File: config.mk
export PLATFORM = sky130hd
export DESIGN_NAME = fscr_config_regs
export DESIGN_NICKNAME = d
export VERILOG_FILES = /design/src/common/fscr_pkg.sv /design/src/design/fscr_config_regs.sv /design/src/design/fscr_pin_gate.sv /design/src/design/fscr_lock_detect.sv
export SDC_FILE = /design/constraint.sdc
export NUM_CORES = 1
export LEC_CHECK = 0
export ABC_CLOCK_PERIOD_IN_PS = 4420
export BUFFER_PORTS_ARGS = -buffer_cell sky130_fd_sc_hd__buf_2
export CORE_UTILIZATION = 55
export CTS_CLUSTER_SIZE = 20
export DETAILED_ROUTE_END_ITERATION = 10
export HOLD_SLACK_MARGIN = 0.06
export MAX_ROUTING_LAYER = met4
export PLACE_DENSITY = 0.79
export SYNTH_ARGS = -nofsm -noshare
export SYNTH_HDL_FRONTEND = slang
export SYNTH_SLANG_ARGS = --single-unit
export TNS_END_PERCENT = 20
File: constraint.sdc
create_clock -name sys_clk -period 4.42 [get_ports sys_clk]
set_input_delay 0.663 -clock sys_clk [delete_from_list [all_inputs] [get_ports sys_clk]]
set_output_delay 0.663 -clock sys_clk [all_outputs]
set_load 0.01 [all_outputs]
File: src/common/fscr_pkg.sv
`default_nettype none
// ****************************************************************
// constants and carriers of the synthesizer configuration bank
// ****************************************************************
package fscr_pkg;

   // bus geometry: word-wide registers at their printed offsets
   localparam int ADDR_W = 7;
   localparam int DATA_W = 16;

   // ****************************************************************
   // register offsets
   // ****************************************************************
   localparam logic [6:0] ADDR_SEED_HI    = 7'h28;
   localparam logic [6:0] ADDR_SEED_LO    = 7'h29;
   localparam logic [6:0] ADDR_NUM_HI     = 7'h2A;
   localparam logic [6:0] ADDR_NUM_LO     = 7'h2B;
   localparam logic [6:0] ADDR_PWR_ENG    = 7'h2C;
   localparam logic [6:0] ADDR_A_SRC_B    = 7'h2D;
   localparam logic [6:0] ADDR_B_SRC      = 7'h2E;
   localparam logic [6:0] ADDR_PIN_GATE   = 7'h3A;
   localparam logic [6:0] ADDR_LD_KIND    = 7'h3B;
   localparam logic [6:0] ADDR_LD_DELAY   = 7'h3C;
   localparam logic [6:0] ADDR_FRST_HI    = 7'h45;
   localparam logic [6:0] ADDR_FRST_LO    = 7'h46;
   localparam logic [6:0] ADDR_SYNC_CTRL  = 7'h50;
   localparam logic [6:0] ADDR_IRQ_STATUS = 7'h51;
   localparam logic [6:0] ADDR_IRQ_ENABLE = 7'h52;
   localparam logic [6:0] ADDR_IRQ_CLEAR  = 7'h53;

   // storage index of each read/write register
   localparam int NREG        = 14;
   localparam int IX_SEED_HI  = 0;
   localparam int IX_SEED_LO  = 1;
   localparam int IX_NUM_HI   = 2;
   localparam int IX_NUM_LO   = 3;
   localparam int IX_PWR_ENG  = 4;
   localparam int IX_A_SRC_B  = 5;
   localparam int IX_B_SRC    = 6;
   localparam int IX_PIN_GATE = 7;
   localparam int IX_LD_KIND  = 8;
   localparam int IX_LD_DELAY = 9;
   localparam int IX_FRST_HI  = 10;
   localparam int IX_FRST_LO  = 11;
   localparam int IX_SYNC     = 12;
   localparam int IX_IRQ_EN   = 13;

   localparam logic [6:0] REG_ADDR [NREG] = '{
      ADDR_SEED_HI, ADDR_SEED_LO, ADDR_NUM_HI, ADDR_NUM_LO, ADDR_PWR_ENG,
      ADDR_A_SRC_B, ADDR_B_SRC, ADDR_PIN_GATE, ADDR_LD_KIND, ADDR_LD_DELAY,
      ADDR_FRST_HI, ADDR_FRST_LO, ADDR_SYNC_CTRL, ADDR_IRQ_ENABLE};

   // writable bits; everything else is reserved and reads zero
   localparam logic [15:0] REG_MASK [NREG] = '{
      16'hFFFF, 16'hFFFF, 16'hFFFF, 16'hFFFF, 16'h3FE7,
      16'h183F, 16'h0003, 16'h8000, 16'h0001, 16'hFFFF,
      16'hFFFF, 16'hFFFF, 16'h0001, 16'h000F};

   // values after reset
   localparam logic [15:0] REG_RESET [NREG] = '{
      16'h0000, 16'h0000, 16'h0000, 16'h0000, 16'h1FA3,
      16'h001F, 16'h0001, 16'h8000, 16'h0001, 16'h09C4,
      16'h0000, 16'hC350, 16'h0000, 16'h0000};

   // ****************************************************************
   // field positions
   // ****************************************************************
   localparam int POS_A_LEVEL    = 8;
   localparam int POS_B_PD       = 7;
   localparam int POS_A_PD       = 6;
   localparam int POS_ENG_RSTN   = 5;
   localparam int POS_ORDER      = 0;
   localparam int POS_A_SRC      = 11;
   localparam int POS_B_LEVEL    = 0;
   localparam int POS_B_SRC      = 0;
   localparam int POS_PIN_IGNORE = 15;
   localparam int POS_LD_KIND    = 0;
   localparam int POS_PHASE_SYNC = 0;

   // interrupt status bits
   localparam int IRQ_W          = 4;
   localparam int IRQ_LOCK_RISE  = 0;
   localparam int IRQ_LOCK_FALL  = 1;
   localparam int IRQ_SYNC       = 2;
   localparam int IRQ_SYSREF     = 3;

   // ****************************************************************
   // carriers and states
   // ****************************************************************
   typedef struct packed {
      logic        wr;
      logic        rd;
      logic [6:0]  addr;
      logic [15:0] wdata;
   } fscr_bus_req_t;

   typedef struct packed {
      logic       power_down;
      logic [1:0] source_select;
      logic [5:0] drive_level;
   } fscr_out_cfg_t;

   typedef struct packed {
      logic        reset_n;
      logic [2:0]  order;
      logic [31:0] seed;
      logic [31:0] numerator;
   } fscr_frac_cfg_t;

   typedef enum logic [1:0] {
      LD_WAIT_CAL,
      LD_COUNT,
      LD_LOCKED
   } fscr_lock_state_t;

endpackage : fscr_pkg
`default_nettype wire

File: src/design/fscr_config_regs.sv
`default_nettype none
// ****************************************************************
// configuration register bank of the fractional-N synthesizer
// ****************************************************************
// How it works
// - seed words 0x28/0x29 load the engine start state
// - numerator halves at 0x2A/0x2B, reset zero
// - output A drive level bits 13-8, reset 0x1F
// - output B drive level bits 5-0, reset 0x1F
// - bit 7 powers B down, bit 6 A
// - bit 5 engine reset low, order bits 2-0
// - source selects for outputs A and B
// - ignore sync pins unless phase sync enabled
// - lock kind bit picks detection mode, reset one
// - calibration lock after calibration plus delay countdown
// - combined lock also needs tuning voltage in range
// - lock delay counts detector cycles, reset 0x9C4
// - reset delay upper half at 0x45, reset zero
// - reset delay lower half at 0x46, reset 0xC350
module fscr_config_regs
   import fscr_pkg::*;
(
   input  wire logic            sys_clk,
   input  wire logic            resetn,
   input  wire fscr_bus_req_t   bus_req,
   output var  logic [15:0]     rd_data,
   input  wire logic            cal_done_pin,
   input  wire logic            vtune_ok_pin,
   input  wire logic            pd_cycle_tick,
   input  wire logic            sync_pin,
   input  wire logic            sysref_pin,
   output var  fscr_frac_cfg_t  frac_cfg,
   output var  fscr_out_cfg_t   out_a_cfg,
   output var  fscr_out_cfg_t   out_b_cfg,
   output var  logic [31:0]     frac_reset_delay_count,
   output var  logic            phase_sync_enable,
   output var  logic            sync_out,
   output var  logic            sysref_out,
   output var  logic            lock_indicator,
   output var  logic            irq
);

   // ****************************************************************
   // storage
   // ****************************************************************
   logic [15:0]      regs [NREG];
   logic [NREG-1:0]  wr_hit;
   logic [15:0]      rd_mux;
   logic [IRQ_W-1:0] irq_status;
   logic [IRQ_W-1:0] next_irq_status;
   logic [IRQ_W-1:0] irq_events;
   logic             lock_prev;
   logic [1:0]       pin_evt;
   logic [1:0]       pin_level;

   // ****************************************************************
   // write decode
   // ****************************************************************
   // one hit per stored register; unmapped writes hit nothing
   for (genvar i = 0; i < NREG; i++) begin : g_hit
      assign wr_hit[i] = bus_req.wr && (bus_req.addr == REG_ADDR[i]);
   end

   wire logic clr_hit = bus_req.wr && (bus_req.addr == ADDR_IRQ_CLEAR);
   wire logic [IRQ_W-1:0] clr_bits =
      clr_hit ? bus_req.wdata[IRQ_W-1:0] : '0;

   // masked store keeps reserved bits at zero whatever is written
   always_ff @(posedge sys_clk or negedge resetn) begin
      if (!resetn) begin
         for (int i = 0; i < NREG; i++) begin
            regs[i] <= REG_RESET[i];
         end
      end else begin
         for (int i = 0; i < NREG; i++) begin
            if (wr_hit[i]) begin
               regs[i] <= bus_req.wdata & REG_MASK[i];
            end
         end
      end
   end

   // ****************************************************************
   // read path
   // ****************************************************************
   // status reads live; clear register is write-only and reads zero
   always_comb begin
      rd_mux = '0;
      for (int i = 0; i < NREG; i++) begin
         if (bus_req.addr == REG_ADDR[i]) begin
            rd_mux = regs[i];
         end
      end
      if (bus_req.addr == ADDR_IRQ_STATUS) begin
         rd_mux = {{(DATA_W-IRQ_W){1'b0}}, irq_status};
      end
   end

   // data stands only in the cycle after the read strobe
   always_ff @(posedge sys_clk or negedge resetn) begin
      if (!resetn) begin
         rd_data <= '0;
      end else begin
         rd_data <= bus_req.rd ? rd_mux : '0;
      end
   end

   // ****************************************************************
   // configuration fields
   // ****************************************************************
   // the engine takes seed as its start state while held in reset
   assign frac_cfg.seed      = {regs[IX_SEED_HI], regs[IX_SEED_LO]};
   assign frac_cfg.numerator = {regs[IX_NUM_HI], regs[IX_NUM_LO]};
   assign frac_cfg.reset_n   = regs[IX_PWR_ENG][POS_ENG_RSTN];
   assign frac_cfg.order     = regs[IX_PWR_ENG][POS_ORDER +: 3];

   // output A: level in the shared control word, source one word up
   assign out_a_cfg.drive_level   = regs[IX_PWR_ENG][POS_A_LEVEL +: 6];
   assign out_a_cfg.power_down    = regs[IX_PWR_ENG][POS_A_PD];
   assign out_a_cfg.source_select = regs[IX_A_SRC_B][POS_A_SRC +: 2];

   // output B: level shares a word with the A source select
   assign out_b_cfg.drive_level   = regs[IX_A_SRC_B][POS_B_LEVEL +: 6];
   assign out_b_cfg.power_down    = regs[IX_PWR_ENG][POS_B_PD];
   assign out_b_cfg.source_select = regs[IX_B_SRC][POS_B_SRC +: 2];

   // the delay count only matters while phase sync is in use
   assign frac_reset_delay_count =
      {regs[IX_FRST_HI], regs[IX_FRST_LO]};
   assign phase_sync_enable = regs[IX_SYNC][POS_PHASE_SYNC];

   wire logic ignore_sync_inputs = regs[IX_PIN_GATE][POS_PIN_IGNORE];
   wire logic lock_indicator_kind = regs[IX_LD_KIND][POS_LD_KIND];
   wire logic [15:0] lock_indicator_delay = regs[IX_LD_DELAY];

   // pins are dropped only while phase sync is off
   wire logic gate_block = ignore_sync_inputs && !phase_sync_enable;

   // ****************************************************************
   // pin gating and lock indication
   // ****************************************************************
   fscr_pin_gate #(
      .N        (2)
   ) u_pin_gate (
      .sys_clk  (sys_clk),
      .resetn   (resetn),
      .pin      ({sysref_pin, sync_pin}),
      .block    (gate_block),
      .pin_out  (pin_level),
      .rise_evt (pin_evt)
   );

   assign sync_out   = pin_level[0];
   assign sysref_out = pin_level[1];

   fscr_lock_detect #(
      .CNT_W          (16)
   ) u_lock_detect (
      .sys_clk        (sys_clk),
      .resetn         (resetn),
      .cal_done_pin   (cal_done_pin),
      .vtune_ok_pin   (vtune_ok_pin),
      .pd_cycle_tick  (pd_cycle_tick),
      .lock_kind      (lock_indicator_kind),
      .lock_delay     (lock_indicator_delay),
      .lock_indicator (lock_indicator)
   );

   // ****************************************************************
   // interrupts
   // ****************************************************************
   always_ff @(posedge sys_clk or negedge resetn) begin
      if (!resetn) begin
         lock_prev <= 1'b0;
      end else begin
         lock_prev <= lock_indicator;
      end
   end

   // event order follows the status bit positions
   assign irq_events[IRQ_LOCK_RISE] = lock_indicator && !lock_prev;
   assign irq_events[IRQ_LOCK_FALL] = !lock_indicator && lock_prev;
   assign irq_events[IRQ_SYNC]      = pin_evt[0];
   assign irq_events[IRQ_SYSREF]    = pin_evt[1];

   // set beats clear so an event in the clearing cycle survives
   assign next_irq_status = (irq_status & ~clr_bits) | irq_events;

   always_ff @(posedge sys_clk or negedge resetn) begin
      if (!resetn) begin
         irq_status <= '0;
      end else begin
         irq_status <= next_irq_status;
      end
   end

   // level output, high while an enabled status bit is set
   assign irq = |(irq_status & regs[IX_IRQ_EN][IRQ_W-1:0]);
endmodule // fscr_config_regs
`default_nettype wire

File: src/design/fscr_pin_gate.sv
`default_nettype none
// ****************************************************************
// synchroniser and gate for the sync-type input pins
// ****************************************************************
module fscr_pin_gate
   import fscr_pkg::*;
#(
   parameter int N = 2
) (
   input  wire logic         sys_clk,
   input  wire logic         resetn,
   input  wire logic [N-1:0] pin,
   input  wire logic         block,
   output var  logic [N-1:0] pin_out,
   output var  logic [N-1:0] rise_evt
);

   if (N < 1) begin : g_chk
      $error("fscr_pin_gate needs at least one pin");
   end

   logic [N-1:0] meta;
   logic [N-1:0] sync;
   logic [N-1:0] sync_d;

   // two flops before any logic; meta feeds only sync
   always_ff @(posedge sys_clk or negedge resetn) begin
      if (!resetn) begin
         meta   <= '0;
         sync   <= '0;
         sync_d <= '0;
      end else begin
         meta   <= pin;
         sync   <= meta;
         sync_d <= sync;
      end
   end

   // a blocked pin is held low and raises no event
   always_ff @(posedge sys_clk or negedge resetn) begin
      if (!resetn) begin
         pin_out  <= '0;
         rise_evt <= '0;
      end else begin
         pin_out  <= block ? '0 : sync;
         rise_evt <= block ? '0 : (sync & ~sync_d);
      end
   end
endmodule // fscr_pin_gate
`default_nettype wire

File: src/design/fscr_lock_detect.sv
`default_nettype none
// ****************************************************************
// lock indicator: calibration done, delay countdown, tuning check
// ****************************************************************
module fscr_lock_detect
   import fscr_pkg::*;
#(
   parameter int CNT_W = 16
) (
   input  wire logic             sys_clk,
   input  wire logic             resetn,
   input  wire logic             cal_done_pin,
   input  wire logic             vtune_ok_pin,
   input  wire logic             pd_cycle_tick,
   input  wire logic             lock_kind,
   input  wire logic [CNT_W-1:0] lock_delay,
   output var  logic             lock_indicator
);

   if (CNT_W < 16) begin : g_chk
      $error("lock delay counter narrower than its field");
   end

   fscr_lock_state_t state;
   fscr_lock_state_t next_state;
   logic [CNT_W-1:0] cnt;
   logic [CNT_W-1:0] next_cnt;
   logic [1:0]       cal_meta;
   logic [1:0]       cal_sync;

   wire logic cal_s   = cal_sync[0];
   wire logic vtune_s = cal_sync[1];

   // both analog status levels cross in through two flops
   always_ff @(posedge sys_clk or negedge resetn) begin
      if (!resetn) begin
         cal_meta <= '0;
         cal_sync <= '0;
      end else begin
         cal_meta <= {vtune_ok_pin, cal_done_pin};
         cal_sync <= cal_meta;
      end
   end

   // countdown in phase detector cycles once calibration is done
   always_comb begin
      next_state = state;
      next_cnt   = cnt;
      case (state)
         LD_WAIT_CAL: begin
            next_cnt = lock_delay;
            if (cal_s) begin
               next_state = (lock_delay == '0) ? LD_LOCKED : LD_COUNT;
            end
         end
         LD_COUNT: begin
            if (!cal_s) begin
               next_state = LD_WAIT_CAL;
            end else if (pd_cycle_tick) begin
               next_cnt = cnt - 1'b1;
               if (cnt == {{(CNT_W-1){1'b0}}, 1'b1}) begin
                  next_state = LD_LOCKED;
               end
            end
         end
         LD_LOCKED: begin
            if (!cal_s) begin
               next_state = LD_WAIT_CAL;
            end
         end
         default: next_state = LD_WAIT_CAL;
      endcase
   end

   always_ff @(posedge sys_clk or negedge resetn) begin
      if (!resetn) begin
         state <= LD_WAIT_CAL;
         cnt   <= '0;
      end else begin
         state <= next_state;
         cnt   <= next_cnt;
      end
   end

   // combined kind also needs the tuning voltage in range
   always_ff @(posedge sys_clk or negedge resetn) begin
      if (!resetn) begin
         lock_indicator <= 1'b0;
      end else begin
         lock_indicator <= (state == LD_LOCKED) && cal_s &&
                           (!lock_kind || vtune_s);
      end
   end
endmodule // fscr_lock_detect
`default_nettype wire

==> results of run 1 <==
[synthesized netlist by cell type (3+ instances only)]
cell type  number  area [sq um]
dfrtp_1       167          4180
mux2_2        131          1480
buf_4         122           916
nand2_1        38           143
a21oi_1        36           180
dfstp_2        28           736
o21ai_0        27           135
nor2_1         23          86.3
clkbuf_1       20          75.1
mux4_2         16           360
nor3_1         14          70.1
a221oi_1       13           114
buf_2          13          65.1
mux2_4         10           150
a31oi_1         9          56.3
inv_1           9          33.8
nor2b_1         7          43.8
nor4_1          7          43.8
nand2b_1        6          37.5
nand3_1         6          30.0
o221ai_1        6          52.6
a22oi_1         5          37.5
and3_1          5          31.3
a211oi_1        4          30.0
or3_1           4          25.0
a21o_1          3          22.5
a22o_1          3          26.3
and2_1          3          18.8
nor3_2          3          30.0
nor3b_1         3          22.5
o22a_1          3          26.3
o2bb2ai_1       3          26.3
o32ai_1         3          26.3
[through the flow]
| step | setup slack [ps] | cells | utilization [%] |
|---|---|---|---|
| final | 1800 | 1078 | 60.8 |
| after CTS | 1820 | 1077 | 60.8 |
| after floorplan | 2040 | 800 | - |
| after global routing | 1630 | 1078 | 60.8 |
| after detailed placement | 1360 | 1046 | 57.2 |
| after global placement | 1410 | 1046 | 57.2 |
[registers in the layout (all words and copies together), names as in the netlist, 2 cells and up]
signal	cells
u_lock_detect.cal_sync	2
u_pin_gate.rise_evt	2
out_a_cfg	9
u_lock_detect.state	2
u_pin_gate.sync	2
u_lock_detect.cal_meta	2
rd_data	16
u_pin_gate.pin_out	2
regs	4
lock_indicator_delay	16
irq_status	4
frac_reset_delay_count	32
u_pin_gate.sync_d	2
u_lock_detect.cnt	16
frac_cfg	68
u_pin_gate.meta	2
out_b_cfg	9
[routing by layer]
layer	vias to the layer above	GRT usage, %	share of wire, %
li1	2877	-	-
met4	0	10.9	2.5
met1	3416	40.1	44
met2	268	41.9	47
met3	44	5.91	6.9
met5	-	-	0
[area by class of cell]
type	instances	area (sq um)
clock buffers	21	470
fillers	1356	6780
flip-flops and latches	195	4910
multi-input cells	437	3730
repair buffers	180	935
clock inverters	10	146
inverters	9	33.8
well taps	225	282
diodes	1	2.50
[path summary, 6_finish.rpt]
| check | to | startpoint | cells after the start |
|---|---|---|---|
| worst min register to register | u_pin_gate.sync[0] | u_pin_gate.meta[0] | 0 |
| worst min-delay path | u_pin_gate.meta[0] | sync_pin | 1 |
| max in group asynchronous | frac_reset_delay_count[8] | resetn | 2 |
| min in group asynchronous | u_pin_gate.pin_out[0] | resetn | 1 |
| worst max register to register | u_lock_detect.cnt[14] | u_lock_detect.cnt[0] | 7 |
| worst max-delay path | frac_reset_delay_count[7] | bus_req[17] | 5 |
[kinds of logic after synthesis]
logic type | synth area share (%)
AOI/OAI and AO/OA | 9.53
muxes | 20.4
and+or+nand+nor | 8.01
adders and majority gates | 0.256
buffers and inverters | 11.5
DFF | 50.3
[report_power, final]
group / switching, uW / internal, uW / total [uW]
Sequential: 196 / 1990 / 2190
Combinational: 539 / 388 / 927
Clock: 686 / 940 / 1630
==> results.cfg, run 1 <==
[synth]
synthArstFlopShare_pct = 100
synthCells = 800
synth_cell_types = 71
synth_area_sq_um = 9770
synth-seq-cells = 195
synth_fp_nets = 834
avgSynthCellArea_sq_um = 12.2
synth-main-ff-cell = dfrtp_1
synth_edf_count = 0
ys_seq_area_share_pct = 50.3
yosys_warnings = 0

[floorplan]
dieArea_sq_um = 18300
die_y_um = 135
die_w_um = 135
row_count = 48
io_pins = 171
core_sq_um = 17300
initial_core_util_pct = 56.5

[timing]
slew_violations = 0
worstMarginPinSlew_ps = 1110
setup_tns_ps = 0
finalCritPeriodShare_pct = 59.2
setup_viol = 0
rsz0062_at_grt = no
fin_worst_skew_ps = 6.97
slew_headroom_pct = 26.2
hold_violations = 0
hold_ws_ps = 326
max_freq_mhz = 382
min_period_ps = 2620

[finish]
final_net_count = 874
stdcell_area_sq_um = 10500
drive_gt1_share_pct = 48.1
final_common_cell = buf_2
mostFrequentLayoutCells = 169 x buf_2, 167 x dfrtp_1, 131 x mux2_2
area_growth_pct = 7.67

[worst_setup_path]
worst-path-buf-inv = 2
cp_top_family = buffers and inverters
crit_path_end_kind = flop
cpMaxStageDelayCell = nor4_4
rrSetupSlack_ps = 1930
cp_slowest_stage_delay_ps = 650
startpoint_type = primary input
crit_fanout = 34
cp_data_required_time_ps = 4740
crit_chain = buf_2 -> inv_1 -> nor4_4 -> nand2_4 -> mux2_4
criticalPathCategory = in2reg
critPathArrivalTime_ps = 2940

[power_and_ir_drop]
total_power_uw = 4740
ir_drop_uv = 317
powerDensity_nw_per_um2 = 451
p_leak_uw = 0.00513

[global_route]
grt_pass1_wl_um = 37900
antenna_found_initial = 1
grt_pass1_vias = 6479
grt-ovfl-total = 0
grt_max_degree = 129
grt_use_total_pct = 28.9

[place]
routabilityCongestion = 0.908
dpl-instance-area_sq_um = 9900
port-buffer-count = 170
dp.final_hpwl_um = 17100

[cts]
cts.sinks = 195
h-tree-depth = 4
cts_tree = yes
clk_pin_slew_worst_paths_ps = 70
clockBufferDepth = 2
clock_latency_ps = 440
numCtsBuffers = 17
cts_resized = 0
postCtsHoldBufs = 0
cts-root-buf = clkbuf_16
postCtsSetupRepairBufs = 0

[detailed_routing]
detail-route-antenna-nets = 0
vias = 6605
drtIter0Drc = 729
route.detailed.drc = 0
routedWlPerCell_um = 22.7
avgViaCountPerCell = 6.13
dr.pass1.iters = 5
drt_wl_total_um = 24500

[outcome]
status = finished clean

[run]
maxCapViolCount = 0

[hold_path]
timing.hold.worst.class = in2reg
(Power assumes the default switching activity.)
==> run 2, diff against run 1 <==
Settings changed: ABC_AREA from default to 1, ABC_CLOCK_PERIOD_IN_PS 4420 to 2400, CORE_UTILIZATION 55 to 51, PLACE_DENSITY 0.79 to 0.77.
Clock period 4.42 ns to 2.4 ns, I/O delays scaled along.
==> run 2 against run 1 <==
Net effect: clock skew is essentially flat; hold slack lost 140 ps; first-iteration DRC count shrank 16%; global-route usage shrank 1.5 points; wire length grew 1.5%; final cell count grew 35%; flip-flop and latch count is the same; via count grew 19%; sequential power grew 81%; total power grew 84%; combinational power grew 89%; clock power grew 84%; largest cell class unchanged; highest routed layer unchanged.
==> results.cfg, run 2 <==
[worst_setup_path]
crit_chain = inv_1 -> nand3_1 -> nor3_2 -> nand2_1 -> inv_1 -> nand4_1 -> o21ai_0 -> nand2_1 -> o21ai_1 -> o21ai_0
rrSetupSlack_ps = 470
r2r-end = u_lock_detect.cnt[15]
cp_slowest_stage_delay_ps = 380
worstReg2RegStart = u_lock_detect.cnt[0]
critPathArrivalTime_ps = 2250
cpMaxStageDelayCell = dfrtp_1
cp_data_required_time_ps = 2730
crit_fanout = 4
criticalPathCategory = reg2reg
crit_path_end_kind = flop
r2r_cells = 10
startpoint_type = flop

[global_route]
antenna_found_initial = 0
grt-ovfl-total = 0
grt_max_degree = 73
grt_use_total_pct = 27.4
grt_pass1_wl_um = 39900
grt_pass1_vias = 7568

[detailed_routing]
drtIter0Drc = 611
routedWlPerCell_um = 17.0
dr.pass1.iters = 5
drt_wl_total_um = 24800
detail-route-antenna-nets = 0
route.detailed.drc = 0
vias = 7863
avgViaCountPerCell = 5.39

[timing]
setup_tns_ps = 0
slew_violations = 0
rsz0062_at_grt = no
slew_headroom_pct = 57.1
worstMarginPinSlew_ps = 642
finalCritPeriodShare_pct = 80.4
hold_violations = 0
min_period_ps = 1930
setup_viol = 0
fin_worst_skew_ps = 6.92
max_freq_mhz = 518

[run]
maxCapViolCount = 0

[cts]
cts_tree = yes
h-tree-depth = 4
clock_latency_ps = 440
numCtsBuffers = 17
postCtsHoldBufs = 5
postCtsSetupRepairBufs = 0
clk_pin_slew_worst_paths_ps = 70
cts.sinks = 195
cts_resized = 0
cts-root-buf = clkbuf_16
clockBufferDepth = 2

[finish]
area_growth_pct = 8.97
multi_input_area_sq_um = 3340
n_fill_cell = 1659
drive_gt1_share_pct = 23.4
final_common_cell = nand2_1
seqCellArea_sq_um = 4910
final_net_count = 1247
fin_cells = 1460
mostFrequentLayoutCells = 303 x nand2_1, 169 x buf_2, 167 x dfrtp_1
largest_register_ff_count = 68
diodes = 0

[synth]
ys_seq_area_share_pct = 50.4
synth_cell_types = 44
synth-seq-cells = 195
synth-main-ff-cell = dfrtp_1
synth_top_cell_by_area = dfrtp_1
avgSynthCellArea_sq_um = 8.38
ys_top_cells_by_count = 303 x nand2_1, 167 x dfrtp_1, 166 x o21ai_0
synthDominantCellAreaShare_pct = 42.9
yosys-top-cells-area = dfrtp_1 43%, nand2_1 12%, buf_4 9.2%, o21ai_0 8.5%, dfstp_2 7.6%
synthCells = 1163
synth_edf_count = 0
yosys_warnings = 0
synth_area_sq_um = 9740
yosysMostFrequentCell = nand2_1
synthArstFlopShare_pct = 100
synth_fp_nets = 1197

[hold_path]
min_from = bus_req[0]
hold_depth = 3
timing.hold.worst.class = in2reg
min_to = lock_indicator_kind

[power_and_ir_drop]
total_power_uw = 8710
combPwrFrac_pct = 20.1
p_switching_uw = 2700
ir_drop_uv = 492
powerDensity_nw_per_um2 = 820
p_leak_uw = 0.00558
pwr-share-clk_pct = 34.4
p_sw_share_pct = 31.0
p_seq_share_pct = 45.5
p_int_uw = 6010

[place]
routabilityCongestion = 0.911
dp.final_hpwl_um = 18100
place_inst = 1423
port-buffer-count = 170

[outcome]
status = finished clean

[floorplan]
core_sq_um = 18700
initial_core_util_pct = 52.1
io_pins = 171
dieArea_sq_um = 19700
row_count = 50
die_y_um = 140
die_w_um = 140
[run 2: changes by cell type after synthesis, moves of 10 or more]
cell	change
nand3_1	+30
mux2_2	-131
mux2_4	-10
nand2_1	+265
inv_1	+81
a21oi_1	-16
o21ai_0	+139
a221oi_1	-13
o21ai_1	+28
nand4_1	+10
nor2_1	+41
mux4_2	-16
[run 2: layer usage]
metal	wire length, um	vias up	global-route usage, %	part of all wire [%]
li1	-	3739	-	-
met3	1950	49	5.68	7.8
met5	0	-	-	0
met1	10400	3755	34.7	42
met4	714	0	11.3	2.9
met2	11800	320	42.9	47
[run 2: cell type report]
class                           count  area share [%]
Clock buffer                       22            4.47
Clock inverter                     10            1.38
Inverter                           99            3.52
Multi-Input combinational cell    706            31.4
Sequential cell                   195            46.3
Tap cell                          234            2.76
Timing Repair Buffer              194            10.1
[run 2: worst max path at each step]
stage | start | to
final | u_lock_detect.cnt[0] | u_lock_detect.cnt[15]
after global routing | u_lock_detect.cnt[0] | u_lock_detect.cnt[15]
after CTS | u_lock_detect.cnt[0] | u_lock_detect.cnt[15]
after detailed placement | bus_req[16] | out_a_cfg[1]
after global placement | bus_req[16] | rd_data[2]
after floorplan | bus_req[22] | rd_data[0]
[run 2: worst max-delay path, delay by kind of cell, from the launching register on]
family | cells | cell delay, ps
and+or+nand+nor | 5 | 760
buffers and inverters | 2 | 240
AOI/OAI and AO/OA | 3 | 430
DFF | 1 | 380
[run 2: cells by family after synthesis]
family / share of synthesized area [%]
AO/OA/AOI/OAI: 13.4
flip-flops: 50.4
adder cells (fa/ha/maj): 0.257
AND/OR/NAND/NOR: 20.4
XOR/XNOR: 0.270
buffers and inverters: 15.3
[run 2: per-stage QoR]
| stage | setup slack (ps) | cell area (sq um) | utilization (%) | hold slack [ps] |
|---|---|---|---|---|
| 2_1_floorplan | 787 | 9740 | - | 64.4 |
| 3_3_place_gp | 340 | 9950 | 53.2 | 334 |
| 3_5_place_dp | 260 | 9950 | 53.2 | 338 |
| 4_1_cts | 488 | 10600 | 56.8 | 180 |
| 5_1_grt | 282 | 10600 | 56.8 | 210 |
| 6_report | 471 | 10600 | 56.8 | 187 |
[run 2: power groups by stage]
stage	clock [uW]	combinational [uW]	sequential (uW)
detailed placement	0	1720	4010
global placement	0	1670	4000
finish	3000	1750	3960
CTS	3010	1740	3950
floorplan	0	1350	3920
global route	3160	1990	4000
==> run 3, diff against run 2 <==
Settings changed: ABC_CLOCK_PERIOD_IN_PS 2400 to 2000, CORE_UTILIZATION 51 to 55, PLACE_DENSITY 0.77 to 0.79.
Clock period 2.4 ns to 2 ns, I/O delays scaled along.
==> run 3 against run 2 <==
Net effect: first-iteration DRC count increased by 28%; combinational power increased by 21%; non-clock buffer count grew 6; total power up 18%; die area down 7.2%; largest cell class unchanged; setup slack worse by 290 ps; largest power group unchanged; register-to-register slack got worse by 290 ps; via count grew 1.3%; flip-flop and latch count unchanged; final cell count fell by 0.21%; highest routed layer unchanged; critical path depth stayed put.
==> results.cfg, run 3 (synthesized netlist as in run 2, its figures left out) <==
[outcome]
status = finished clean

[worst_setup_path]
startpoint_type = flop
r2r_cells = 10
cp_data_required_time_ps = 2320
cpMaxStageDelayCell = dfrtp_1
rrSetupSlack_ps = 180
cp_slowest_stage_delay_ps = 380
crit_chain = inv_1 -> nand3_1 -> nor3_2 -> nand2_1 -> inv_1 -> nand4_1 -> o21ai_0 -> nand2_1 -> o21ai_1 -> o21ai_0
critPathArrivalTime_ps = 2140
critPathLaunch = u_lock_detect.cnt[0]
worst-path-buf-inv = 2
crit_path_end_kind = flop
criticalPathCategory = reg2reg
crit_fanout = 4
cp_top_family = simple AND/OR/NAND/NOR gates
cp.depth = 10
worstReg2RegStart = u_lock_detect.cnt[0]

[detailed_routing]
avgViaCountPerCell = 5.47
drtIter0Drc = 780
drt_wl_total_um = 25000
dr.pass1.iters = 5
route.detailed.drc = 0
detail-route-antenna-nets = 0
routedWlPerCell_um = 17.1
vias = 7967

[global_route]
grt_max_degree = 60
grt_pass1_vias = 7593
antenna_found_initial = 0
grt-ovfl-total = 0
grt_pass1_wl_um = 39900
grt_use_total_pct = 29.8

[finish]
area_growth_pct = 9.41
mostFrequentLayoutCells = 303 x nand2_1, 169 x buf_2, 167 x dfrtp_1
final_net_count = 1253
stdcell_area_sq_um = 10700
drive_gt1_share_pct = 23.9
diodes = 0
largest_register_ff_count = 68
final_common_cell = nand2_1

[floorplan]
die_w_um = 135
initial_core_util_pct = 56.3
die_y_um = 135
core_sq_um = 17300
row_count = 48
io_pins = 171
dieArea_sq_um = 18300

[timing]
max_freq_mhz = 550
slew_headroom_pct = 62.4
fin_worst_skew_ps = 7.93
rsz0062_at_grt = no
min_period_ps = 1820
setup_ws_ps = 183
finalCritPeriodShare_pct = 90.8
hold_violations = 0
setup_tns_ps = 0
worstMarginPinSlew_ps = 564
slew_violations = 0
setup_viol = 0

[cts]
numCtsBuffers = 17
cts_tree = yes
cts-root-buf = clkbuf_16
clockBufferDepth = 2
cts.sinks = 195
postCtsHoldBufs = 5
clk_pin_slew_worst_paths_ps = 70
postCtsSetupRepairBufs = 0
cts_resized = 0
clock_latency_ps = 440
h-tree-depth = 4

[place]
dp.final_hpwl_um = 18000
routabilityCongestion = 0.919
dp_slack_ps = 106
port-buffer-count = 170
dpl-instance-area_sq_um = 10000

[power_and_ir_drop]
p_leak_uw = 0.00561
powerDensity_nw_per_um2 = 967
ir_drop_uv = 631

[hold_path]
min_from = bus_req[0]
timing.hold.worst.class = in2reg
hold_depth = 3

[run]
maxCapViolCount = 0
==> run 3: cell types whose count changed in the layout (fill, tap and decap cells not counted) <==
cell / before / now
bufinv_16: 3 / 2
clkbuf_8: 4 / 2
clkbuf_1: 2 / 1
buf_4: 17 / 20
clkinv_2: 0 / 2
inv_8: 0 / 2
buf_12: 2 / 5
==> run 3: cell type report <==
class	count	area [sq um]
Fill cell	1530	6640
Timing Repair Buffer	200	1160
Tap cell	225	282
Clock inverter	13	149
Clock buffer	19	443
Multi-Input combinational cell	706	3340
Sequential cell	195	4910
Inverter	99	374
==> run 3: stage by stage <==
| step | total power, uW | util (%) | instances | hold WS, ps |
|---|---|---|---|---|
| final | 10300 | 61.6 | 1457 | 123 |
| after global routing | 10800 | 61.6 | 1457 | 144 |
| after CTS | 10300 | 61.6 | 1457 | 108 |
| after detailed placement | 6900 | 57.9 | 1420 | 325 |
| after global placement | 6830 | 57.9 | 1420 | 323 |
| after floorplan | 6320 | - | 1163 | 4.41 |
==> run 3: tightest hold or removal path, delay by kind of cell <==
| family | cells | cell delay, ps |
|---|---|---|
| AND/OR/NAND/NOR | 1 | 50 |
| buffers and inverters | 1 | 120 |
| AO/OA/AOI/OAI | 1 | 80 |
==> run 3: path summary, 6_finish.rpt <==
check | end
worst min-delay path | lock_indicator_kind
worst min register to register | u_lock_detect.cal_sync[1]
worst max-delay path | u_lock_detect.cnt[15]
max in group asynchronous | frac_reset_delay_count[6]
min in group asynchronous | frac_cfg[46]
worst max register to register | u_lock_detect.cnt[15]
==> run 3: where the power goes <==
part	leakage [uW]	internal, uW	switching (uW)	total [uW]
Sequential	0.00252	4390	351	4740
Clock	0.000280	1900	1550	3450
Combinational	0.00281	762	1350	2120
Total	0.00561	7050	3250	10300
==> run 3: routing by layer <==
layer	track usage (%)	up-vias	wire, um
li1	-	3743	-
met5	-	-	0
met3	6.23	59	2000
met1	37.8	3826	10200
met2	46.3	339	11900
met4	12.7	0	830
